## src/qpfs_regs.vh

```
`ifndef QPFS_REGS_VH
`define QPFS_REGS_VH

// program and data space
`define QPFS_PC_W           13
`define QPFS_INSN_W         14
`define QPFS_DATA_W         8
`define QPFS_DADDR_W        7
`define QPFS_EE_ADDR_W      6
`define QPFS_RESET_VECTOR   13'h0000
`define QPFS_IRQ_VECTOR     13'h0004
`define QPFS_SMALL_MASK     13'h01FF
`define QPFS_LARGE_MASK     13'h03FF

// phase encoding
`define QPFS_PH_W           2
`define QPFS_PH_1           2'h0
`define QPFS_PH_2           2'h1
`define QPFS_PH_3           2'h2
`define QPFS_PH_4           2'h3

// reset values
`define QPFS_IR_RESET       14'h0000
`define QPFS_EE_PTR_RESET   6'h00
`define QPFS_DADDR_RESET    7'h00
`define QPFS_DATA_RESET     8'h00

`endif

```

## src/qpfs_phase_gen.v

```verilog
`timescale 1ns/1ps
`default_nettype none
`include "qpfs_regs.vh"

module qpfs_phase_gen (
  input  wire i_clk_sys,
  input  wire i_sys_rst,
  input  wire i_hold,
  output reg  o_phase_1,
  output reg  o_phase_2,
  output reg  o_phase_3,
  output reg  o_phase_4,
  output reg  o_cycle_clock
);

  reg [`QPFS_PH_W-1:0] phase;
  reg [`QPFS_PH_W-1:0] next_phase;

  always @* begin
    if (i_hold) begin
      next_phase = `QPFS_PH_1;
    end else begin
      next_phase = phase + 2'h1;
    end
  end

  // one-hot strobes registered, so no glitch between phases
  always @(posedge i_clk_sys or posedge i_sys_rst) begin
    if (i_sys_rst) begin
      phase         <= `QPFS_PH_4;
      o_phase_1     <= 1'b0;
      o_phase_2     <= 1'b0;
      o_phase_3     <= 1'b0;
      o_phase_4     <= 1'b0;
      o_cycle_clock <= 1'b0;
    end else begin
      phase         <= i_hold ? `QPFS_PH_4 : next_phase;
      o_phase_1     <= !i_hold && (next_phase == `QPFS_PH_1);
      o_phase_2     <= !i_hold && (next_phase == `QPFS_PH_2);
      o_phase_3     <= !i_hold && (next_phase == `QPFS_PH_3);
      o_phase_4     <= !i_hold && (next_phase == `QPFS_PH_4);
      // high in phase_1 and phase_2: square wave at quarter rate
      o_cycle_clock <= !i_hold && ((next_phase == `QPFS_PH_1) || (next_phase == `QPFS_PH_2));
    end
  end

endmodule
`default_nettype wire

```

## src/qpfs_sequencer.v

```verilog
// How it works
// RL1 - divide clock by four into four non-overlapping phase strobes
// RL2 - program counter advances in phase_1 of each instruction cycle
// RL3 - fetched word captured at phase_4, held from next phase_1
// RL4 - held instruction loaded at phase_1, executed over phases two to four
// RL5 - data operand read in phase_2, destination write in phase_4
// RL6 - next fetch overlaps current execute, one instruction per cycle
// RL7 - program counter change flushes fetched word, costing two cycles
// RL8 - in RC mode the clock-out pin runs at quarter input rate
// RL9 - program counter thirteen bits, instruction words fourteen bits
// RL10 - addresses above implemented array wrap, upper bits ignored
// RL11 - fetch starts at 0000h after reset, interrupt goes to 0004h
// RL12 - low master reset input resets the whole device; here fetch_word and o_insn keep their values while their valid flags clear
// RL13 - program and data memories use independent buses
// RL14 - data EEPROM reached only through a six-bit address pointer
// RL15 - each fetched instruction word is fourteen bits wide
// RL16 - reset holds phase at first phase and suppresses fetches; here phase parks at phase_4 with all strobes low
`timescale 1ns/1ps
`default_nettype none
`include "qpfs_regs.vh"

module qpfs_sequencer (
  input  wire                        i_clk_sys,
  input  wire                        i_sys_rst,
  input  wire                        i_master_reset_n,
  input  wire                        i_rc_mode,
  input  wire                        i_large_array,
  // program memory bus
  output reg  [`QPFS_PC_W-1:0]       o_prog_addr,
  output reg                         o_prog_rd,
  input  wire [`QPFS_INSN_W-1:0]     i_prog_data,
  // execute side handshake
  output reg  [`QPFS_INSN_W-1:0]     o_insn,
  output reg                         o_insn_valid,
  output wire                        o_exec_decode,
  input  wire                        i_branch,
  input  wire [`QPFS_PC_W-1:0]       i_branch_target,
  input  wire                        i_irq_accept,
  // data memory bus
  input  wire [`QPFS_DADDR_W-1:0]    i_data_addr,
  input  wire [`QPFS_DATA_W-1:0]     i_data_wdata,
  input  wire                        i_data_we_req,
  output reg  [`QPFS_DADDR_W-1:0]    o_data_addr,
  output reg                         o_data_rd,
  output reg                         o_data_wr,
  output reg  [`QPFS_DATA_W-1:0]     o_data_wdata,
  input  wire [`QPFS_DATA_W-1:0]     i_data_rdata,
  output reg  [`QPFS_DATA_W-1:0]     o_operand,
  // eeprom pointer path
  input  wire                        i_ee_ptr_we,
  input  wire [`QPFS_EE_ADDR_W-1:0]  i_ee_ptr,
  output reg  [`QPFS_EE_ADDR_W-1:0]  o_ee_addr,
  // clock-out pin and phase strobes
  output reg                         o_osc_out,
  output wire                        o_phase_1,
  output wire                        o_phase_2,
  output wire                        o_phase_3,
  output wire                        o_phase_4
);

  wire                     hold;
  wire                     cyc_clk;
  reg  [`QPFS_PC_W-1:0]    program_counter;
  reg  [`QPFS_PC_W-1:0]    next_pc;
  reg  [`QPFS_INSN_W-1:0]  fetch_word;
  reg                      fetch_valid;
  wire                     redirect;
  wire [`QPFS_PC_W-1:0]    addr_mask;

  // RL12 master reset level
  assign hold = i_sys_rst | ~i_master_reset_n;

  // RL1 phase divider
  qpfs_phase_gen u_phase (
    .i_clk_sys     (i_clk_sys),
    .i_sys_rst     (i_sys_rst),
    .i_hold        (hold),
    .o_phase_1     (o_phase_1),
    .o_phase_2     (o_phase_2),
    .o_phase_3     (o_phase_3),
    .o_phase_4     (o_phase_4),
    .o_cycle_clock (cyc_clk)
  );

  // RL10 wrap to implemented size
  assign addr_mask = i_large_array ? `QPFS_LARGE_MASK : `QPFS_SMALL_MASK;

  // RL4 decode window phases 2..4
  assign o_exec_decode = o_insn_valid & (o_phase_2 | o_phase_3 | o_phase_4);

  // RL7 redirect wins over increment
  always @* begin
    if (i_irq_accept) begin
      next_pc = `QPFS_IRQ_VECTOR;
    end else if (i_branch) begin
      next_pc = i_branch_target;
    end else begin
      next_pc = program_counter + 13'h0001;
    end
  end

  // RL7 taken branch or interrupt, sampled in phase_4
  assign redirect = o_exec_decode & o_phase_4 & (i_branch | i_irq_accept);

  // RL9 thirteen-bit counter; RL16 reset parks fetch
  always @(posedge i_clk_sys or posedge i_sys_rst) begin
    if (i_sys_rst) begin
      program_counter <= `QPFS_RESET_VECTOR;
    end else if (!i_master_reset_n) begin
      // RL11 restart at reset vector
      program_counter <= `QPFS_RESET_VECTOR;
    end else if (redirect) begin
      // RL11 RL7 redirect next fetch
      program_counter <= next_pc;
    end else if (o_phase_1) begin
      // RL2 advance counter
      program_counter <= program_counter + 13'h0001;
    end
  end

  // RL6 RL13 fetch address out while executing
  always @(posedge i_clk_sys or posedge i_sys_rst) begin
    if (i_sys_rst) begin
      o_prog_addr <= `QPFS_RESET_VECTOR;
      o_prog_rd   <= 1'b0;
    end else if (!i_master_reset_n) begin
      o_prog_addr <= `QPFS_RESET_VECTOR;
      o_prog_rd   <= 1'b0;
    end else if (o_phase_1) begin
      // RL10 only implemented bits leave the block
      o_prog_addr <= program_counter & addr_mask;
      o_prog_rd   <= 1'b1;
    end else if (o_phase_4) begin
      // strobe drops on the edge that takes the word
      o_prog_rd <= 1'b0;
    end
  end

  // RL3 RL15 capture fourteen-bit word
  always @(posedge i_clk_sys or posedge i_sys_rst) begin
    if (i_sys_rst) begin
      fetch_word  <= `QPFS_IR_RESET;
      fetch_valid <= 1'b0;
    end else if (!i_master_reset_n) begin
      // stale word kept, fetch_valid hides it
      fetch_valid <= 1'b0;
    end else if (o_phase_4) begin
      fetch_word  <= i_prog_data;
      // RL7 drop word fetched before redirect
      fetch_valid <= ~redirect;
    end
  end

  // RL4 load held word into instruction register
  always @(posedge i_clk_sys or posedge i_sys_rst) begin
    if (i_sys_rst) begin
      o_insn       <= `QPFS_IR_RESET;
      o_insn_valid <= 1'b0;
    end else if (!i_master_reset_n) begin
      o_insn_valid <= 1'b0;
    end else if (o_phase_1) begin
      o_insn       <= fetch_word;
      o_insn_valid <= fetch_valid;
    end
  end

  // RL5 operand read and destination write
  always @(posedge i_clk_sys or posedge i_sys_rst) begin
    if (i_sys_rst) begin
      o_data_addr  <= `QPFS_DADDR_RESET;
      o_data_rd    <= 1'b0;
      o_data_wr    <= 1'b0;
      o_data_wdata <= `QPFS_DATA_RESET;
      o_operand    <= `QPFS_DATA_RESET;
    end else if (!i_master_reset_n) begin
      // RL12 master reset clears the data bus
      o_data_addr  <= `QPFS_DADDR_RESET;
      o_data_rd    <= 1'b0;
      o_data_wr    <= 1'b0;
      o_data_wdata <= `QPFS_DATA_RESET;
      o_operand    <= `QPFS_DATA_RESET;
    end else begin
      // fetch_valid is the slot entering o_insn, so flushed slots never read
      o_data_rd <= fetch_valid & o_phase_1;
      o_data_wr <= o_insn_valid & o_phase_3 & i_data_we_req;
      if (o_phase_1 | o_phase_3) begin
        o_data_addr <= i_data_addr;
      end
      if (o_phase_3) begin
        o_data_wdata <= i_data_wdata;
      end
      // operand lands at end of phase_2
      if (o_data_rd) begin
        o_operand <= i_data_rdata;
      end
    end
  end

  // RL14 pointer only path to eeprom
  always @(posedge i_clk_sys or posedge i_sys_rst) begin
    if (i_sys_rst) begin
      o_ee_addr <= `QPFS_EE_PTR_RESET;
    end else if (!i_master_reset_n) begin
      o_ee_addr <= `QPFS_EE_PTR_RESET;
    end else if (i_ee_ptr_we) begin
      o_ee_addr <= i_ee_ptr;
    end
  end

  // RL8 clock-out only in RC mode
  // registered so the pin never glitches
  always @(posedge i_clk_sys or posedge i_sys_rst) begin
    if (i_sys_rst) begin
      o_osc_out <= 1'b0;
    end else begin
      o_osc_out <= i_rc_mode & cyc_clk;
    end
  end

endmodule
`default_nettype wire

```

## config.mk

```make
export PLATFORM = sky130hd
export DESIGN_NAME = qpfs_sequencer
export DESIGN_NICKNAME = d
export VERILOG_FILES = /design/src/qpfs_phase_gen.v /design/src/qpfs_sequencer.v
export VERILOG_INCLUDE_DIRS = /design/src
export SDC_FILE = /design/constraint.sdc
export NUM_CORES = 1
export LEC_CHECK = 0
export BUFFER_PORTS_ARGS = -buffer_cell sky130_fd_sc_hd__buf_2
export CORE_MARGIN = 4
export CORE_UTILIZATION = 47
export CTS_BUF_LIST = sky130_fd_sc_hd__clkbuf_4
export DETAILED_ROUTE_END_ITERATION = 6
export PLACE_DENSITY = 0.79
export SLEW_MARGIN = 40
export SYNTH_ARGS = -nofsm -noshare
export SYNTH_HDL_FRONTEND = slang
export SYNTH_SLANG_ARGS = --single-unit
export TNS_END_PERCENT = 20
```

## constraint.sdc

```tcl
create_clock -name i_clk_sys -period 3.1 [get_ports i_clk_sys]
set_clock_uncertainty 0.15 [all_clocks]
set_input_delay 0.465 -clock i_clk_sys [delete_from_list [all_inputs] [get_ports i_clk_sys]]
set_output_delay 0.465 -clock i_clk_sys [all_outputs]
set_load 0.01 [all_outputs]
```

==> summary.txt <==
Floorplanning
  • Die height: 97.5 µm
  • Initial Util: 0.484
  • Row count: 32
  • Die X: 97.5 µm
  • DIE AREA: 9500 µm²
  • Area of the core: 7770 µm²
  • Io pins: 131

Worst setup path
  • Critical path capture point type: output pin
  • Flop-to-flop setup slack: 1.19 ns
  • CP max FO: 19
  • R2R depth: 4
  • Required time of the critical path: 2.48 ns
  • Launch point of the worst reg-to-reg path: u_phase.o_phase_1
  • CP Launch Type: register
  • Crit path to: o_exec_decode
  • Worst path slowest cell: dfrtp_1
  • Crit-path cells: o31a_1 > buf_2
  • CP Launch Point: u_phase.o_phase_3
  • Setup CP Type: reg2out
  • Critical Path AT: 1.66 ns
  • Slowest cell delay on critical path: 0.70 ns
  • RR Endpoint: program_counter[6]

Clock tree
  • Cts hold-fix bufs: 0
  • Clock Pin Slew Worst Setup and Hold Paths: 0.14 ns
  • CTS resizes: 0
  • Clk Latency, worst-skew pair: 0.42 ns
  • CTS buffer count: 9
  • Clock root cell: clkbuf_4
  • H-Tree Depth: 3
  • Setup bufs post-CTS: 0
  • CTS tree: done
  • Longest Clk Path Bufs: 2
  • Sink Count: 90

Detailed routing
  • # DRC: 0
  • Detailed Routing Iterations Pass 1: 5
  • Via count: 2795
  • DR iter-0 viols: 126
  • Avg Vias per Cell: 5.13
  • ANT nets after route: 0
  • Average wire per standard cell: 15.4 µm
  • Routed WL: 8.39 mm

Placed design
  • Gpl congestion: 0.827
  • DP HPWL: 6.04 mm
  • Buffers on Ports: 124

Logic synthesis
  • Register area share after synthesis: 0.599
  • Xor/xnor share of the synthesized area: 0.00466
  • Simple-gate share of the synthesized area: 0.112
  • Synth top area share: 0.585
  • Netlist cell types: 39
  • Synth Cell Area: 3760 µm²
  • Syn avg cell area: 11.9 µm²
  • Largest family of logic cells by synthesized area: multiplexers
  • Cells after Synth: 317
  • Area leader, netlist: dfrtp_1
  • Post-synthesis mux area share: 0.164
  • #FFs+latches synth: 90
  • Yosys warns: 0
  • Post-synthesis compound-gate area fraction: 0.0795
  • Adder-cell share of the synthesized area: 0.00333
  • Dominant cells by area after synthesis: dfrtp_1 (59%), mux2_2 (8.4%), mux2i_1 (8.0%), nor2_1 (3.6%), a21oi_1 (2.4%)

Power
  • Leakage power: 2.35 nW
  • Power per cell area: 525 nW/µm²
  • Peak VDD IR: 0.373 mV
  • NetSw: 0.000656 W
  • Gate power share: 0.158
  • Switch share: 0.272
  • Pwr Total: 0.00242 W
  • Internal power: 0.00176 W
  • Clk pwr share: 0.268
  • Reg power frac: 0.574

Global route
  • GRT overflow: 0
  • First-pass GRT wire length: 14.3 mm
  • Met3 GRT Util: 0.0481
  • Gr busiest metal: met2
  • Grt met1 use: 0.241
  • Tot GR Track Use: 0.186
  • Met2 Usage GRT: 0.304
  • Pin count of the biggest net entering global routing: 91
  • Initial antenna violation count: 0
  • Vias in the first global route: 2936

STA
  • Min Tclk post-route: 2.27 ns
  • RSZ-0062 raised after global routing: false
  • Slew margin rel.: 0.470
  • Fin crit share: 0.733
  • Setup TNS: 0 ns
  • Final Hold Viols: 0
  • Final slew viol count: 0
  • Setup violators final: 0
  • Slew @ Worst Pin: 0.796 ns
  • Maximum clock frequency: 440 MHz

Hold path
  • Hold crit path type: in2reg

Layout
  • Final nets: 504
  • Fill cells: 700
  • P&R area growth vs syn: 22.3%
  • Layout cells sized above 1: 0.409
  • ANT cells: 0
  • Layout Utilization: 0.592
  • Area occupied by multi-input gates: 1380 µm²
  • FF/Latch Area: 2250 µm²

Outcome
  • Outcome: completed

Job
  • Max_cap viols: 0
[synthesized netlist by cell type, drive strengths merged]
library cell and number:
a22o 1, nand2b 1, dfrtp 88, nand3 12
nor2 36, or4b 1, dfstp 2, ha 1
o21ai 14, mux2 28, buf 18, nand4b 1
o211a 3, nand4 3, a211oi 1, a22oi 3
clkbuf 4, and4b 1, or2 1, nand2 18
o211ai 3, nor4 5, o2111ai 1, and2 1
inv 7, and3 2, a21oi 18, and4 2
o31a 2, mux2i 30, a221oi 1, nor3 5
xnor2 2, conb 1
[logic make-up after synthesis]
logic type               after synthesis
other                                  1
AO/OA/AOI/OAI                         47
buffers and inverters                 29
XOR/XNOR                               2
AND/OR/NAND/NOR                       89
multiplexers                          58
adder cells (fa/ha/maj)                1
flip-flops                            90
[layout by cell type, fill, tap and decap left out, types with 2 or more instances in the layout]
cell	n
and3_1	2
clkbuf_4	10
o211ai_1	2
mux2i_1	30
and4_1	2
nand3_1	12
o211a_1	2
buf_4	5
dfrtp_1	88
dfstp_2	2
conb_1	3
o21ai_0	14
o31a_1	2
nor4_1	5
a22oi_1	3
inv_1	6
a21oi_1	18
nand2_1	18
nand4_1	3
xnor2_1	2
nor3_1	5
clkinvlp_4	4
buf_2	124
mux2_2	28
nor2_1	36
[metal layers]
metal  routed length, µm  vias up
li1                    -     1347
met1                3520     1338
met2                4160       99
met3                 600       11
met4                 108        0
met5                   0        -
[worst min-delay path by stage]
stage	startpoint	endpoint	slack, ns	depth (start not counted)
floorplan	u_phase.o_cycle_clock	o_osc_out	0.28	1
global placement	u_phase.o_cycle_clock	o_osc_out	0.29	1
detailed placement	u_phase.o_cycle_clock	o_osc_out	0.29	1
CTS	i_sys_rst	u_phase.o_phase_4	0.07	2
global route	i_sys_rst	u_phase.o_phase_4	0.06	2
finish	i_rc_mode	o_osc_out	0.10	2
[power groups by stage]
stage,clock network (W),logic (W),registers [W]
after global routing,0.000730,0.000431,0.00141
after floorplan,0,0.000191,0.00143
after detailed placement,0,0.000389,0.00141
final,0.000647,0.000381,0.00139
after CTS,0.000669,0.000389,0.00139
after global placement,0,0.000374,0.00140
[sequential cells by signal, summed over array words and instances (netlist names), 2 cells and up]
register	flops
o_operand	8
fetch_word	14
o_data_wdata	8
o_prog_addr	10
u_phase.phase	2
program_counter	10
o_ee_addr	6
o_data_addr	7
o_insn	14
[final cells by class]
cell class	count	area share
sequential	90	0.490
multi-input combinational	200	0.299
timing repair buffer	130	0.146
tap	102	0.0277
clock buffer	10	0.0163
clock inverter	6	0.0141
inverter	7	0.00653
[critical path: cells and delay by family, from the launching register on]
family                 cells  cell delay, ns
flip-flops                 1            0.70
AO/OA/AOI/OAI              1            0.40
buffers and inverters      1            0.14
[per-stage QoR]
stage,instances,setup WS (ns),cell area (µm²),hold slack [ns]
after floorplan,319,0.325,3770,0.278
after global placement,529,1.20,4450,0.286
after detailed placement,529,1.19,4460,0.289
after CTS,545,0.805,4600,0.0654
after global routing,545,0.699,4600,0.0643
final,545,0.829,4600,0.101
Power figures use the tool's default switching activity.
